<file path="config.mk">
export PLATFORM = sky130hd
export DESIGN_NAME = package_sleep_state_sequencer
export DESIGN_NICKNAME = d
export VERILOG_FILES = /design/src/verilog/sleep_seq_pkg.sv /design/src/verilog/pin_sync.sv /design/src/verilog/pstate_stepper.sv /design/src/verilog/package_sleep_state_sequencer.sv
export VERILOG_INCLUDE_DIRS = /design/src /design/src/verilog
export SDC_FILE = /design/constraint.sdc
export NUM_CORES = 1
export LEC_CHECK = 0
export ABC_CLOCK_PERIOD_IN_PS = 8600
export BUFFER_PORTS_ARGS = -buffer_cell sky130_fd_sc_hd__buf_2
export CORE_MARGIN = 10
export CORE_UTILIZATION = 34
export DETAILED_ROUTE_END_ITERATION = 16
export HOLD_SLACK_MARGIN = 0.06
export SYNTH_ARGS = -nofsm -noshare
export SYNTH_HDL_FRONTEND = slang
export SYNTH_SLANG_ARGS = --single-unit
</file>
<file path="constraint.sdc">
create_clock -name aclk -period 8.6 [get_ports aclk]
set_input_delay 1.72 -clock aclk [delete_from_list [all_inputs] [get_ports aclk]]
set_output_delay 1.72 -clock aclk [all_outputs]
set_load 0.02 [all_outputs]
</file>
<file path="src/verilog/sleep_seq_regs.svh">
// Register offsets, field positions, reset values and timing counts of the sleep sequencer
`ifndef SLEEP_SEQ_REGS_SVH
`define SLEEP_SEQ_REGS_SVH

// Register byte offsets
`define CTRL_OFS 8'h00
`define CORE_PSTATE_OFS 8'h04
`define STATUS_OFS 8'h08

// Control field positions and reset values
`define CTRL_CXE_BIT 0
`define CTRL_FORCED_BIT 1
`define CTRL_THERM_LSB 4
`define CORE_PSTATE_STRIDE 4
`define CTRL_RESET 32'h0000_0001
`define CORE_PSTATE_RESET 32'h0000_0000

// Timing, clock period in ns
`define CLK_PERIOD_NS 20
`define SG_SETTLE_CYC 8
`define RESET_HOLD_CYC 16
`define PLL_RELOCK_NS 5000
`define VID_STEP_NS 200
`define VID_SETTLE_NS 1000
`define THERM_WAIT_US 100
`define XFER_MAX_MS 10

// Voltage codes, a larger code is a lower voltage
`define VID_LOWEST 7'h30
`define VID_PER_PSTATE 7'h04
`define VID_DEEPER 7'h48
`define LOWEST_PSTATE 3'h0

// Bus responses
`define AXI_OKAY 2'h0
`define AXI_SLVERR 2'h2

`endif

</file>
<file path="src/verilog/sleep_seq_pkg.sv">
// Types shared by the package sleep state sequencer
package sleep_seq_pkg;

  typedef logic [2:0] pstate_t;
  typedef logic [6:0] vid_t;

  // Package low power states
  typedef enum logic [2:0] {
    ST_NORMAL,
    ST_CXE_DOWN,
    ST_SG_ENTRY,
    ST_STOP_GRANT,
    ST_SLEEP,
    ST_DEEP,
    ST_DEEPER,
    ST_DEEPER_EXIT
  } pkg_state_e;

  // Phases of one voltage and frequency transition
  typedef enum logic [2:0] {
    PH_IDLE,
    PH_VID_UP,
    PH_RELOCK_UP,
    PH_RELOCK_DN,
    PH_VID_DN
  } step_phase_e;

  // Active low request pins from the chipset
  typedef struct packed {
    logic stop_clock_request_n;
    logic sleep_request_n;
    logic deep_sleep_request_n;
    logic deeper_voltage_request_n;
    logic system_reset_n;
  } lp_pins_s;

endpackage : sleep_seq_pkg

</file>
<file path="src/verilog/pin_sync.sv">
// Two flip-flop synchroniser for asynchronous pin inputs
`timescale 1ns/1ps
module pin_sync #(
  parameter int W = 1,
  parameter logic [W-1:0] RST_VAL = '0
) (
  input logic aclk,
  input logic aresetn,
  input logic [W-1:0] d,
  output logic [W-1:0] q
);

  logic [W-1:0] meta;

  // First stage feeds only the second stage
  always_ff @(posedge aclk)
  begin
    if (!aresetn)
    begin
      meta <= RST_VAL;
      q <= RST_VAL;
    end
    else
    begin
      meta <= d;
      q <= meta;
    end
  end

endmodule : pin_sync

</file>
<file path="src/verilog/pstate_stepper.sv">
// Voltage and frequency transition stepper with snoop blocking
`timescale 1ns/1ps
`include "sleep_seq_regs.svh"
module pstate_stepper #(
  parameter int XFER_MAX_CYCLES = `XFER_MAX_MS * 1000000 / `CLK_PERIOD_NS
) (
  input logic aclk,
  input logic aresetn,
  input logic start,
  input sleep_seq_pkg::pstate_t target,
  output sleep_seq_pkg::pstate_t cur_pstate,
  output sleep_seq_pkg::vid_t vid,
  output logic busy,
  output logic block_next_request_n
);
  import sleep_seq_pkg::*;

  localparam int RELOCK_CYC = (`PLL_RELOCK_NS + `CLK_PERIOD_NS - 1) / `CLK_PERIOD_NS;
  localparam int STEP_CYC = (`VID_STEP_NS + `CLK_PERIOD_NS - 1) / `CLK_PERIOD_NS;

  step_phase_e phase;
  pstate_t tgt;
  logic [15:0] cnt;
  logic [19:0] held_cnt;

  function automatic vid_t vid_of(input pstate_t p);
    vid_of = `VID_LOWEST - `VID_PER_PSTATE * {4'h0, p};
  endfunction : vid_of

  // Step and relock timers share one counter
  wire step_tick = cnt == 16'(STEP_CYC - 1);
  wire relock_done = cnt == 16'(RELOCK_CYC - 1);
  wire relocking = (phase == PH_RELOCK_UP) || (phase == PH_RELOCK_DN);
  assign busy = phase != PH_IDLE;
  assign block_next_request_n = !relocking;

  // Transition sequence; the target is latched so later requests wait
  always_ff @(posedge aclk)
  begin
    if (!aresetn)
    begin
      phase <= PH_IDLE;
      tgt <= `LOWEST_PSTATE;
      cur_pstate <= `LOWEST_PSTATE;
      vid <= `VID_LOWEST;
      cnt <= 16'h0000;
    end
    else
    begin
      case (phase)
        PH_IDLE:
        begin
          cnt <= 16'h0000;
          if (start && target != cur_pstate)
          begin
            tgt <= target;
            phase <= (target > cur_pstate) ? PH_VID_UP : PH_RELOCK_DN;
          end
        end
        PH_VID_UP:
        begin
          if (vid == vid_of(tgt))
          begin
            phase <= PH_RELOCK_UP;
            cnt <= 16'h0000;
          end
          else if (step_tick)
          begin
            vid <= vid - 7'h01;
            cnt <= 16'h0000;
          end
          else
            cnt <= cnt + 16'h0001;
        end
        PH_RELOCK_UP:
        begin
          if (relock_done)
          begin
            cur_pstate <= tgt;
            phase <= PH_IDLE;
          end
          else
            cnt <= cnt + 16'h0001;
        end
        PH_RELOCK_DN:
        begin
          cnt <= relock_done ? 16'h0000 : cnt + 16'h0001;
          if (relock_done)
          begin
            cur_pstate <= tgt;
            phase <= PH_VID_DN;
          end
        end
        PH_VID_DN:
        begin
          if (vid == vid_of(cur_pstate))
            phase <= PH_IDLE;
          else if (step_tick)
          begin
            vid <= vid + 7'h01;
            cnt <= 16'h0000;
          end
          else
            cnt <= cnt + 16'h0001;
        end
        default: phase <= PH_IDLE;
      endcase
    end
  end

  // Cycles the cores have been kept off the bus
  always_ff @(posedge aclk)
  begin
    if (!aresetn)
      held_cnt <= 20'h00000;
    else
      held_cnt <= relocking ? held_cnt + 20'h00001 : 20'h00000;
  end
endmodule : pstate_stepper

</file>
<file path="src/verilog/package_sleep_state_sequencer.sv">
// Package sleep state sequencer with performance state coordination
// Behaviour
// - Sleep is entered only from Stop-Grant with sleep request; clocks halt, PLL kept. The code also returns to Sleep from Deep Sleep.
// - No snoop answers or interrupt latching while in or entering sleep states.
// - Reset held during a sleep state returns straight to Normal.
// - Deep Sleep is entered only from Sleep on deep-sleep request; the code also enters it from the Deeper Sleep exit once the voltage settles.
// - Deep Sleep ignores snoops and interrupts; bus stays unchanged.
// - Deeper Sleep is entered from Deep Sleep on deeper request.
// - Entering Deeper Sleep drives the Deeper Sleep voltage code.
// - Upward change raises voltage then relocks; downward relocks then lowers.
// - Performance requests are always accepted; later ones wait for the current one.
// - Snoops are blocked during relock, at most 10 ms.
// - A hot die drops to the thermal point, waits, returns; events pulse.
// - Four core requests merge into one package point; equal requests are honoured.
// - With extended states, step to lowest point before Stop-Grant; resume on break.
// - No transitions in sleep states, except forced lowest point after Deeper; the code only blocks new starts there and takes the forced step in Stop-Grant.
// - Stop-Grant is reached within 20 clocks of the acknowledge cycle.
// - Deeper Sleep is requested only when every core is in deepest idle.
//
// Our own choices: the register offsets and the AXI4-Lite slave port.
`timescale 1ns/1ps
`include "sleep_seq_regs.svh"
module package_sleep_state_sequencer #(
  parameter int CORES = 4,
  parameter int THERM_WAIT_CYCLES = `THERM_WAIT_US * 1000 / `CLK_PERIOD_NS,
  parameter int XFER_MAX_CYCLES = `XFER_MAX_MS * 1000000 / `CLK_PERIOD_NS
) (
  input logic aclk,
  input logic aresetn,
  input logic s_axi_awvalid,
  output logic s_axi_awready,
  input logic [7:0] s_axi_awaddr,
  input logic s_axi_wvalid,
  output logic s_axi_wready,
  input logic [31:0] s_axi_wdata,
  input logic [3:0] s_axi_wstrb,
  output logic s_axi_bvalid,
  input logic s_axi_bready,
  output logic [1:0] s_axi_bresp,
  input logic s_axi_arvalid,
  output logic s_axi_arready,
  input logic [7:0] s_axi_araddr,
  output logic s_axi_rvalid,
  input logic s_axi_rready,
  output logic [31:0] s_axi_rdata,
  output logic [1:0] s_axi_rresp,
  input sleep_seq_pkg::lp_pins_s lp_pins,
  input logic die_hot,
  input logic [CORES-1:0] core_idle_deepest,
  output logic stop_grant_ack,
  output logic internal_clock_enable,
  output logic pll_keep_locked,
  output logic snoop_irq_enable,
  output logic block_next_request_n,
  output sleep_seq_pkg::vid_t voltage_id_code,
  output logic deeper_request,
  output logic thermal_event,
  output logic core_reset
);
  import sleep_seq_pkg::*;

  localparam int VID_SETTLE_CYC = (`VID_SETTLE_NS + `CLK_PERIOD_NS - 1) / `CLK_PERIOD_NS;

  lp_pins_s pins;
  logic hot;
  pkg_state_e state;
  pkg_state_e next_state;
  logic [15:0] cnt;
  logic [4:0] rst_cnt;
  logic forced_low;
  logic therm_active;
  logic [15:0] therm_cnt;
  logic [31:0] ctrl_reg;
  logic [31:0] core_pstate_reg;
  logic aw_got;
  logic w_got;
  logic [7:0] aw_addr_q;
  logic [31:0] w_data_q;
  logic [3:0] w_strb_q;
  pstate_t core_req [CORES];
  pstate_t coord;
  pstate_t cur_pstate;
  vid_t step_vid;
  logic step_busy;

  // Pins and the sensor come from outside this clock
  pin_sync #(
    .W($bits(lp_pins_s) + 1),
    .RST_VAL({{$bits(lp_pins_s){1'b1}}, 1'b0})
  ) u_sync (
    .aclk(aclk),
    .aresetn(aresetn),
    .d({lp_pins, die_hot}),
    .q({pins, hot})
  );

  // Register bus write path: address and data taken in either order
  wire do_write = aw_got && w_got && !s_axi_bvalid;
  wire wr_ctrl = do_write && aw_addr_q == `CTRL_OFS;
  wire wr_core = do_write && aw_addr_q == `CORE_PSTATE_OFS;
  wire wr_hit = wr_ctrl || wr_core || aw_addr_q == `STATUS_OFS;
  wire rd_ctrl = s_axi_araddr == `CTRL_OFS;
  wire rd_core = s_axi_araddr == `CORE_PSTATE_OFS;
  wire rd_stat = s_axi_araddr == `STATUS_OFS;
  wire rd_hit = rd_ctrl || rd_core || rd_stat;
  assign s_axi_awready = !aw_got && !s_axi_bvalid;
  assign s_axi_wready = !w_got && !s_axi_bvalid;
  assign s_axi_arready = !s_axi_rvalid;

  // Byte lane merge under the write strobes
  function automatic logic [31:0] merge(input logic [31:0] old, input logic [31:0] data,
                                        input logic [3:0] strb);
    merge = old;
    for (int b = 0; b < 4; b++)
      if (strb[b])
        merge[8*b +: 8] = data[8*b +: 8];
  endfunction : merge

  // Status shows live sequencer state, fields read as zero elsewhere
  wire [31:0] status_word = {14'h0000, therm_active, step_busy, 1'b0, voltage_id_code, 1'b0,
                             cur_pstate, 1'b0, state};
  wire [31:0] rd_word = rd_ctrl ? ctrl_reg : rd_core ? core_pstate_reg : rd_stat ? status_word : 32'h0000_0000;

  // Bus handshakes and register storage
  always_ff @(posedge aclk)
  begin
    if (!aresetn)
    begin
      aw_got <= 1'b0;
      w_got <= 1'b0;
      aw_addr_q <= 8'h00;
      w_data_q <= 32'h0000_0000;
      w_strb_q <= 4'h0;
      s_axi_bvalid <= 1'b0;
      s_axi_bresp <= `AXI_OKAY;
      s_axi_rvalid <= 1'b0;
      s_axi_rdata <= 32'h0000_0000;
      s_axi_rresp <= `AXI_OKAY;
      ctrl_reg <= `CTRL_RESET;
      core_pstate_reg <= `CORE_PSTATE_RESET;
    end
    else
    begin
      if (s_axi_awvalid && s_axi_awready)
      begin
        aw_got <= 1'b1;
        aw_addr_q <= s_axi_awaddr;
      end
      if (s_axi_wvalid && s_axi_wready)
      begin
        w_got <= 1'b1;
        w_data_q <= s_axi_wdata;
        w_strb_q <= s_axi_wstrb;
      end
      if (do_write)
      begin
        aw_got <= 1'b0;
        w_got <= 1'b0;
        s_axi_bvalid <= 1'b1;
        s_axi_bresp <= wr_hit ? `AXI_OKAY : `AXI_SLVERR;
      end
      else if (s_axi_bready)
        s_axi_bvalid <= 1'b0;
      if (wr_ctrl)
        ctrl_reg <= merge(ctrl_reg, w_data_q, w_strb_q) & 32'h0000_0073;
      if (wr_core)
        core_pstate_reg <= merge(core_pstate_reg, w_data_q, w_strb_q) & 32'h0000_7777;
      if (s_axi_arvalid && s_axi_arready)
      begin
        s_axi_rvalid <= 1'b1;
        s_axi_rdata <= rd_word;
        s_axi_rresp <= rd_hit ? `AXI_OKAY : `AXI_SLVERR;
      end
      else if (s_axi_rready)
        s_axi_rvalid <= 1'b0;
    end
  end

  // Per-core request fields
  genvar gi;
  generate
    for (gi = 0; gi < CORES; gi++)
    begin : g_core
      assign core_req[gi] = core_pstate_reg[`CORE_PSTATE_STRIDE*gi +: 3];
    end
  endgenerate

  // Highest request wins, so equal requests give their common point
  always_comb
  begin
    coord = core_req[0];
    for (int i = 1; i < CORES; i++)
      if (core_req[i] > coord)
        coord = core_req[i];
  end

  // Target selection: forced lowest beats the thermal cap beats the cores
  wire cxe_en = ctrl_reg[`CTRL_CXE_BIT];
  wire forced_opt = ctrl_reg[`CTRL_FORCED_BIT];
  wire [2:0] therm_pstate = ctrl_reg[`CTRL_THERM_LSB +: 3];
  wire [2:0] limited = (therm_active && therm_pstate < coord) ? therm_pstate : coord;
  wire [2:0] step_target = forced_low ? `LOWEST_PSTATE : limited;
  // Clocks are stopped in the sleep family, so no stepping there
  wire step_start = state inside {ST_NORMAL, ST_CXE_DOWN, ST_SG_ENTRY, ST_STOP_GRANT};

  pstate_stepper #(
    .XFER_MAX_CYCLES(XFER_MAX_CYCLES)
  ) u_stepper (
    .aclk(aclk),
    .aresetn(aresetn),
    .start(step_start),
    .target(step_target),
    .cur_pstate(cur_pstate),
    .vid(step_vid),
    .busy(step_busy),
    .block_next_request_n(block_next_request_n)
  );

  // Package state decode
  wire sleep_family = state inside {ST_SLEEP, ST_DEEP, ST_DEEPER, ST_DEEPER_EXIT};
  wire reset_held = rst_cnt == 5'(`RESET_HOLD_CYC);
  assign internal_clock_enable = !sleep_family;
  assign snoop_irq_enable = !sleep_family && state != ST_SG_ENTRY;
  assign pll_keep_locked = !(state inside {ST_DEEP, ST_DEEPER, ST_DEEPER_EXIT});
  assign core_reset = reset_held;

  // Next package state from the synchronised request pins
  always_comb
  begin
    next_state = state;
    case (state)
      ST_NORMAL:
        if (!pins.stop_clock_request_n)
          next_state = cxe_en ? ST_CXE_DOWN : ST_SG_ENTRY;
      ST_CXE_DOWN:
        if (pins.stop_clock_request_n)
          next_state = ST_NORMAL;
        else if (!step_busy && cur_pstate == `LOWEST_PSTATE)
          next_state = ST_SG_ENTRY;
      ST_SG_ENTRY:
        if (cnt == 16'(`SG_SETTLE_CYC - 1))
          next_state = ST_STOP_GRANT;
      ST_STOP_GRANT:
        if (pins.stop_clock_request_n)
          next_state = ST_NORMAL;
        else if (!pins.sleep_request_n)
          next_state = ST_SLEEP;
      ST_SLEEP:
        if (!pins.deep_sleep_request_n)
          next_state = ST_DEEP;
        else if (pins.sleep_request_n)
          next_state = ST_STOP_GRANT;
      ST_DEEP:
        if (!pins.deeper_voltage_request_n)
          next_state = ST_DEEPER;
        else if (pins.deep_sleep_request_n)
          next_state = ST_SLEEP;
      ST_DEEPER:
        if (pins.deeper_voltage_request_n)
          next_state = ST_DEEPER_EXIT;
      ST_DEEPER_EXIT:
        if (cnt == 16'(VID_SETTLE_CYC - 1))
          next_state = ST_DEEP;
      default: next_state = ST_NORMAL;
    endcase
    if (sleep_family && !pins.system_reset_n)
      next_state = reset_held ? ST_NORMAL : state;
  end

  // State, dwell counter, voltage code and acknowledge pulse
  always_ff @(posedge aclk)
  begin
    if (!aresetn)
    begin
      state <= ST_NORMAL;
      cnt <= 16'h0000;
      voltage_id_code <= `VID_LOWEST;
      stop_grant_ack <= 1'b0;
    end
    else
    begin
      state <= next_state;
      cnt <= (next_state != state) ? 16'h0000 : cnt + 16'h0001;
      voltage_id_code <= (next_state == ST_DEEPER) ? `VID_DEEPER : step_vid;
      stop_grant_ack <= next_state == ST_SG_ENTRY && state != ST_SG_ENTRY;
    end
  end

  // Reset pin hold time, forced lowest point and deeper request
  always_ff @(posedge aclk)
  begin
    if (!aresetn)
    begin
      rst_cnt <= 5'h00;
      forced_low <= 1'b0;
      deeper_request <= 1'b0;
    end
    else
    begin
      rst_cnt <= pins.system_reset_n ? 5'h00 : reset_held ? rst_cnt : rst_cnt + 5'h01;
      if (state == ST_NORMAL)
        forced_low <= 1'b0;
      else if (state == ST_CXE_DOWN || (state == ST_DEEPER && forced_opt))
        forced_low <= 1'b1;
      deeper_request <= &core_idle_deepest;
    end
  end

  // Thermal excursion: stay at the cap for a fixed wait, leave once cool
  wire therm_wait_done = therm_cnt == 16'(THERM_WAIT_CYCLES - 1);
  always_ff @(posedge aclk)
  begin
    if (!aresetn)
    begin
      therm_active <= 1'b0;
      therm_cnt <= 16'h0000;
      thermal_event <= 1'b0;
    end
    else
    begin
      thermal_event <= (!therm_active && hot) || (therm_active && therm_wait_done && !hot);
      if (!therm_active)
      begin
        therm_active <= hot;
        therm_cnt <= 16'h0000;
      end
      else if (therm_wait_done)
      begin
        therm_active <= hot;
        therm_cnt <= 16'h0000;
      end
      else
        therm_cnt <= therm_cnt + 16'h0001;
    end
  end
endmodule : package_sleep_state_sequencer

</file>
Word level (Yosys, flattened, before mapping) --
Cells that the tools add are included.
Word-level totals: register bits after elaboration 178, logic and storage cells 201, bits of input ports 69, output and inout port bits 56
Cells by class: order comparisons 5, eq/ne operators 38, bitwise logic cells 2, muxes and demuxes 51, add/subtract/negate cells 8, reduce and logical (&&, ||, !) cells 66
Operators with widths (number):
- two-way mux 16 bit | 5
- one-hot mux 16 bit (5 select lines) | 1
- two-way mux 3 bit | 24
- two-way mux 18 bit | 3
- adder 16 x 1 -> 16 bit (second input constant) | 3
- two-way mux 7 bit | 5
- one-hot mux 3 bit (8 select lines) | 1
- logical AND 1 bit | 19
- equality test 3 bit (second input constant) | 6
- equality test 16 x 13 -> 1 bit (second input constant) | 1
- equality test 16 x 3 -> 1 bit (second input constant) | 1
- equality test 16 x 4 -> 1 bit (second input constant) | 1
- equality test 16 x 6 -> 1 bit (second input constant) | 1
- equality test 16 x 8 -> 1 bit (second input constant) | 1
- equality test 8 x 3 -> 1 bit (second input constant) | 2
- equality test 8 x 4 -> 1 bit (second input constant) | 2
- logical NOT 8 bit | 2
- equality test 3 x 2 -> 1 bit (second input constant) | 5
- one-hot mux 3 bit (5 select lines) | 1
- equality test 7 bit | 2
- inequality test 2 x 1 -> 1 bit (second input constant) | 7
- one-hot mux 7 bit (2 select lines) | 1
- subtractor 6 x 5 -> 7 bit (first input constant) | 2
- > comparator 3 bit | 4
- 25 further kinds | 70

Logic depth before layout (Yosys ltp) --
Gate-level depths: netlist of the first run.
depth in word-level cells 14, depth in mapped cells 32, depth with buffers taken out 32

Hierarchy --
Synthesis of the first run repeated with hierarchy kept, for this count alone.
Unflattened totals: cell total of the unflattened synthesis 912, area, all modules 7885.1 µm²
Modules (own cells, without submodules):
- package_sleep_state_sequencer | times used 1, area each 5420.2 µm², cells each 643, seq. area each 2242.2 µm²
- pstate_stepper | times used 1, area each 2142.1 µm², cells each 244, seq. area each 640.6 µm²
- pin_sync | times used 1, area each 322.8 µm², cells each 25, seq. area each 240.2 µm²

Least setup slack after synthesis of the first run --
No wires, ideal clock.
kind register -> register, start register core_pstate_reg[1], end register u_stepper.tgt[2], arrival time 5.961 ns, data required time 8.521 ns, slack 2.560 ns, stages on the path, launching flop included 30, path buffers 0, library setup time 0.079 ns, cells stage by stage dfxtp_1 -> inv_1 -> ha_1 -> nor2b_1 -> o21a_1 -> o21ai_1 -> mux2i_1 -> ha_1 -> and3b_1 -> o21ai_1 -> nor2_1 -> a21o_1 -> ha_1 -> nand3b_1 -> a32oi_2 -> nand2_1 -> and2_1 -> ha_1 -> nand2_1 -> nand3b_1 -> o31ai_4 -> and3b_1 -> nor3_1 -> ha_1 -> nand3_1 -> nand2_1 -> nor3_1 -> o21ai_1 -> or4b_1 -> o211ai_1
On the way: longest elaborated chain between the ends 13
RTL lines:
- from (decl) | RTL line package_sleep_state_sequencer.sv:74 | logic [31:0] core_pstate_reg;
- from (signal assigned) | RTL line package_sleep_state_sequencer.sv:140 | core_pstate_reg <= `CORE_PSTATE_RESET;
- from (signal assigned) | RTL line package_sleep_state_sequencer.sv:167 | core_pstate_reg <= merge(core_pstate_reg, w_data_q, w_strb_q) & 32'h0000_7777;
- > comparator 3 bit | RTL line package_sleep_state_sequencer.sv:193 | if (core_req[i] > coord)
- two-way mux 3 bit (*) | RTL line package_sleep_state_sequencer.sv:193
- > comparator 3 bit | RTL line package_sleep_state_sequencer.sv:193
- two-way mux 3 bit (*) | RTL line package_sleep_state_sequencer.sv:193
- > comparator 3 bit | RTL line package_sleep_state_sequencer.sv:193
- two-way mux 3 bit (*) | RTL line package_sleep_state_sequencer.sv:193
- < comparator 3 bit | RTL line package_sleep_state_sequencer.sv:201 | wire [2:0] limited = (therm_active && therm_pstate < coord) ? therm_pstate : coord;
- logical AND 1 bit | RTL line package_sleep_state_sequencer.sv:201
- two-way mux 3 bit (*) | RTL line package_sleep_state_sequencer.sv:201
- two-way mux 3 bit (*) | RTL line package_sleep_state_sequencer.sv:202 | wire [2:0] step_target = forced_low ? `LOWEST_PSTATE : limited;
- via step_target[1] | RTL line package_sleep_state_sequencer.sv:202
- inequality test 3 bit (*) | RTL line pstate_stepper.sv:54 | if (start && target != cur_pstate)
- logical AND 1 bit (*) | RTL line pstate_stepper.sv:54
- AND reduction 2 bit (no line) (*)
- to (signal assigned) | RTL line pstate_stepper.sv:43 | tgt <= `LOWEST_PSTATE;
- to (signal assigned) | RTL line pstate_stepper.sv:56 | tgt <= target;
- to (decl) | RTL line pstate_stepper.sv:22 | pstate_t tgt;
The timed path passes the listed nets; every way through them passes the cells marked *. A chain may end at the register's enable or synchronous reset.

Worst setup path after layout of the first run --
Ends and elaborated chain as after synthesis.

==> metrics.yaml, run 1 <==
status: "complete, no violations"
required_ps: 8950
endpoint_kind: "flop"
vias_per_cell: 4.99
start_kind: "flop"
root_buffer: "clkbuf_16"
final_cell_area_sq_mm: 0.00902
critical_path_class: "flop to flop"
synth_area_leader_cell: "dfxtp_1"
drv_cap: 0
drtIter0Drc: 359
grt_pass1_vias: 6116
diodes: 0
antenna_found_initial: 0
start_util_pct: 34.6
grt_pass1_wl_mm: 30.2
htreeDepth: 4
vias: 6420
holdWs_ps: 407
crit_fanout: 7
cp_num_cells: 30
worstMarginPinSlew_ps: 990
globalplace.congestion: 0.840
drive_gt1_share_pct: 13.4
grt_util_all_layers_pct: 12.6
power_mw: 1.67
die_h_microns: 172
grt_start_max_net_pins: 69
drv_slew: 0
cp_num_buf_inv: 2
reg2reg_depth: 30
synth_top_area_share_pct: 39.9
worstSetupStartpoint: "core_pstate_reg[1]$_SDFFE_PN0P_"
synth.avg_cell_area_sq_um: 8.53
reg2reg_from: "core_pstate_reg[1]$_SDFFE_PN0P_"
cts_tree: "done"
max_stage_delay_ps: 490
synth_edf_count: 0
grt-busiest-layer: "met2"
portBuffers: 83
r2r_end: "u_stepper.tgt[2]$_SDFFE_PN0P_"
fin_util_pct: 39.9
drc_errors: 0
p_leak_nw: 3.56
finalHoldViolations: 0
crit_top_cell: "ha_1"
wl_per_cell_microns: 14.2
dieArea_sq_mm: 0.0295
cts_resized: 0
cp_data_arrival_time_ps: 7060
rsz0062_at_grt: "false"
synth.cell_area_sq_mm: 0.00784
skew_ps: 10.3
fin_tns_setup_ps: 0
use_met2_pct: 20.1
ys_warn_count: 0
synth.area.top_cells: "dfxtp_1, nand2_1, ha_1"
ys_seq_elements: 156
finalSetupViolations: 0
clk_pin_slew_ps: 70
num_rows: 55
relSlewSlack_pct: 33.7
powerDensity_mw_per_mm2: 185
use_met1_pct: 16.3
crit_family: "simple AND/OR/NAND/NOR gates"
core-area_sq_mm: 0.0226
synth-main-ff-cell: "dfxtp_1"
synth_cell_types: 74
overflow: 0
numCtsBuffers: 17
die_w_microns: 172
clock_path_buffers: 2
hold_path.class: "flop to flop"
top_regs: "cnt (16), therm_cnt (16), u_stepper.cnt (16)"
fmax_mhz: 149
ios: 125
seq_area_frac_synth_pct: 39.9
clk_latency_ps: 430
use_met3_pct: 3.19
placed_cell_area_sq_mm: 0.00843
ant_nets: 0
slowest_stage: "or4b_1"
hpwl_mm: 13.5
ctsHoldBuffers: 0
finalCritPeriodShare_pct: 78.0
synth_cells: 919
routed_wl_mm: 18.3
dr.pass1.iters: 5
yosysMostFrequentCell: "dfxtp_1"
cts_setup_buffers: 0
min_period_ps: 6710
cts.sinks: 156
ys_top_cells_by_count: "dfxtp_1, nand2_1, nor2_1"
fin_nets: 1088
rrSetupSlack_ps: 1890
ir_drop_uv: 98.7
area_delta_synth_final_pct: 15.2
crit_end: "u_stepper.tgt[2]$_SDFFE_PN0P_"
synthArstFlopShare_pct: 0
[where the power goes]
group / switching, mW / leakage, nW / internal, mW
Sequential: 0.0249 / 1.27 / 0.747
Combinational: 0.0861 / 1.99 / 0.0500
Clock: 0.332 / 0.297 / 0.427
[cell families (layout without fill, tap and decap cells)]
logic type | Yosys count | after routing | synth area share [%]
fa+ha+maj | 30 | 30 | 4.89
buf+inv | 87 | 152 | 5.28
compound gates | 184 | 184 | 16.8
simple gates | 394 | 394 | 25.2
other cells | 1 | 19 | 0.0479
xor+xnor | 44 | 44 | 4.92
flops | 156 | 156 | 39.9
mux | 23 | 23 | 2.95
[layout make-up]
type                            instances  area (sq um)
Multi-Input combinational cell        694          4370
Timing Repair Buffer                   88           455
Tap cell                              285           357
Inverter                               32           120
Fill cell                            2297         13600
Clock inverter                         13           145
Clock buffer                           19           453
Sequential cell                       156          3120
[stage by stage]
stage                     worst slack, ps  instances
after floorplan                      2560        937
after global placement               2080       1255
after detailed placement             1930       1255
after CTS                            1910       1287
after global routing                 1270       1287
final                                1890       1287
[metal layers]
metal | vias to the layer above | wire length, microns
li1 | 3312 | -
met4 | 0 | 164
met1 | 3009 | 8990
met5 | - | 0
met3 | 11 | 713
met2 | 88 | 8470
[placed cells by master, fill, tap and decap left out, types with 18 or more instances in the layout]
cell type	Yosys	routed
a21boi_0	29	29
buf_2	4	82
conb_1	1	19
xnor2_1	26	26
ha_1	29	29
mux2i_1	22	22
a21oi_1	33	33
xor2_1	18	18
o21ai_0	36	36
nand2b_1	20	20
nand3_1	37	37
inv_1	31	31
nand2_1	110	110
nor3_1	18	18
nor2b_1	28	28
nor2_1	89	89
dfxtp_1	156	156
[how the worst min path moves through the flow]
stage	start	endpoint	slack (ps)	depth (start not counted)
after floorplan	u_sync.meta[1]$_SDFF_PN1_	u_sync.q[1]$_SDFF_PN1_	390	1
after global placement	u_sync.meta[2]$_SDFF_PN1_	u_sync.q[2]$_SDFF_PN1_	390	1
after detailed placement	u_sync.meta[2]$_SDFF_PN1_	u_sync.q[2]$_SDFF_PN1_	390	1
after CTS	u_sync.meta[2]$_SDFF_PN1_	u_sync.q[2]$_SDFF_PN1_	410	1
after global routing	u_sync.meta[2]$_SDFF_PN1_	u_sync.q[2]$_SDFF_PN1_	420	1
final	u_sync.meta[2]$_SDFF_PN1_	u_sync.q[2]$_SDFF_PN1_	410	1
[worst reg2reg max path, delay by kind of cell (launching register included)]
| kind | cells | cell delay [ps] |
|---|---|---|
| AOI/OAI and AO/OA | 8 | 1810 |
| adders and majority gates | 5 | 1420 |
| buffers and inverters | 2 | 250 |
| DFF | 1 | 420 |
| muxes | 1 | 380 |
| and+or+nand+nor | 14 | 2360 |
Power figures use the tool's default switching activity.
==> run 2: changes to the inputs <==
Settings changed: ABC_CLOCK_PERIOD_IN_PS 8600 to 6200.
Clock period 8.6 ns to 6.2 ns, I/O delays scaled along.
==> run 2 against run 1 <==
Against the previous run: first-iteration DRC count grew 11%; cell count grew 1.6%; maximum frequency grew 14%; hold slack gained 5.4 ps; critical path type unchanged.
==> metrics.yaml, run 2 (same netlist as run 1, synthesis figures left out) <==
cts.sinks: 156
worstMarginPinSlew_ps: 983
grt_util_all_layers_pct: 12.6
antenna_found_initial: 0
fin_nets: 1109
powerDensity_mw_per_mm2: 252
portBuffers: 83
cp_num_buf_inv: 4
crit_fanout: 4
hpwl_mm: 13.6
die_h_microns: 172
die_w_microns: 172
root_buffer: "clkbuf_16"
clock_path_buffers: 2
routed_wl_mm: 18.6
ant_nets: 0
ir_drop_uv: 131
vias: 6593
ctsHoldBuffers: 0
fin_util_pct: 41.0
numCtsBuffers: 17
endpoint_kind: "flop"
relSlewSlack_pct: 34.2
status: "complete, no violations"
rrSetupSlack_ps: 330
ios: 125
clk_pin_slew_ps: 70
dr.pass1.iters: 6
grt_pass1_vias: 6261
drive_gt1_share_pct: 17.2
use_met2_pct: 20.1
start_kind: "flop"
crit_family: "simple AND/OR/NAND/NOR gates"
wl_per_cell_microns: 14.2
crit_top_cell: "ha_1"
fin_tns_setup_ps: 0
finalHoldViolations: 0
vias_per_cell: 5.04
slowest_stage: "or4b_1"
mostFrequentLayoutCells: "dfxtp_1, nand2_1, nor2_1"
hold_path.class: "flop to flop"
final_common_cell: "dfxtp_1"
drv_cap: 0
drc_errors: 0
htreeDepth: 4
dieArea_sq_mm: 0.0295
required_ps: 6550
fillers: 2305
diodes: 0
drv_slew: 0
overflow: 0
start_util_pct: 34.6
power_mw: 2.34
num_rows: 55
cts_tree: "done"
core-area_sq_mm: 0.0226
drtIter0Drc: 397
use_met1_pct: 16.4
cp_data_arrival_time_ps: 6220
p_leak_nw: 3.67
grt-busiest-layer: "met2"
grt_start_max_net_pins: 68
min_period_ps: 5870
use_met3_pct: 2.93
skew_ps: 8.85
globalplace.congestion: 0.839
critical_path_class: "flop to flop"
finalCritPeriodShare_pct: 94.7
fmax_mhz: 170
clk_latency_ps: 430
top_regs: "cnt (16), therm_cnt (16), u_stepper.cnt (16)"
area_delta_synth_final_pct: 18.4
grt_pass1_wl_mm: 30.5
finalSetupViolations: 0
max_stage_delay_ps: 520
[run 2: changes by cell type in the layout (fill, tap and decap cells not counted), sizes merged]
| cell | change |
|---|---|
| clkbuf | -1 |
| buf | +21 |
| inv | -1 |
| clkinvlp | +1 |
| bufinv | +1 |
[run 2: report_power, final]
group	switching, mW	internal [mW]	total, mW
logic	0.121	0.0697	0.190
clock network	0.460	0.621	1.08
registers	0.0346	1.04	1.07
total	0.615	1.73	2.34
[run 2: per-layer routing]
metal | up-vias | wire length (microns)
li1 | 3362 | -
met1 | 3078 | 8800
met2 | 134 | 8690
met3 | 19 | 906
met4 | 0 | 229
met5 | - | 0
[run 2: area by class of cell]
class | instances | area [sq um] | area share [%]
clock buffer | 18 | 439 | 4.73
clock inverter | 14 | 174 | 1.87
inverter | 32 | 120 | 1.29
multi-input combinational | 694 | 4440 | 47.9
sequential | 156 | 3130 | 33.8
tap | 285 | 357 | 3.84
timing repair buffer | 109 | 613 | 6.61
[run 2: final timing paths]
| path | start | end | cells past startpoint |
|---|---|---|---|
| worst max-delay path | core_pstate_reg[1]$_SDFFE_PN0P_ | u_stepper.tgt[2]$_SDFFE_PN0P_ | 32 |
| worst min-delay path | u_sync.meta[1]$_SDFF_PN1_ | u_sync.q[1]$_SDFF_PN1_ | 1 |
| worst max register to register | core_pstate_reg[1]$_SDFFE_PN0P_ | u_stepper.tgt[2]$_SDFFE_PN0P_ | 32 |
| worst min register to register | u_sync.meta[1]$_SDFF_PN1_ | u_sync.q[1]$_SDFF_PN1_ | 1 |
[run 2: through the flow]
stage | std cells | cell area (sq um) | setup WS, ps | hold slack (ps)
after floorplan | 937 | 7900 | 160 | 386
after global placement | 1268 | 8520 | 162 | 398
after detailed placement | 1268 | 8520 | 85.5 | 398
after CTS | 1300 | 9140 | 38.8 | 417
after global routing | 1308 | 9280 | -52.2 | 447
final | 1308 | 9280 | 330 | 413
[run 2: timing repair]
action | in CTS | in global routing
hold endpoints to repair | 0 | 0
buffers inserted | 0 | 8
gates resized for setup | 0 | 24
endpoints found under the setup margin | 0 | 4
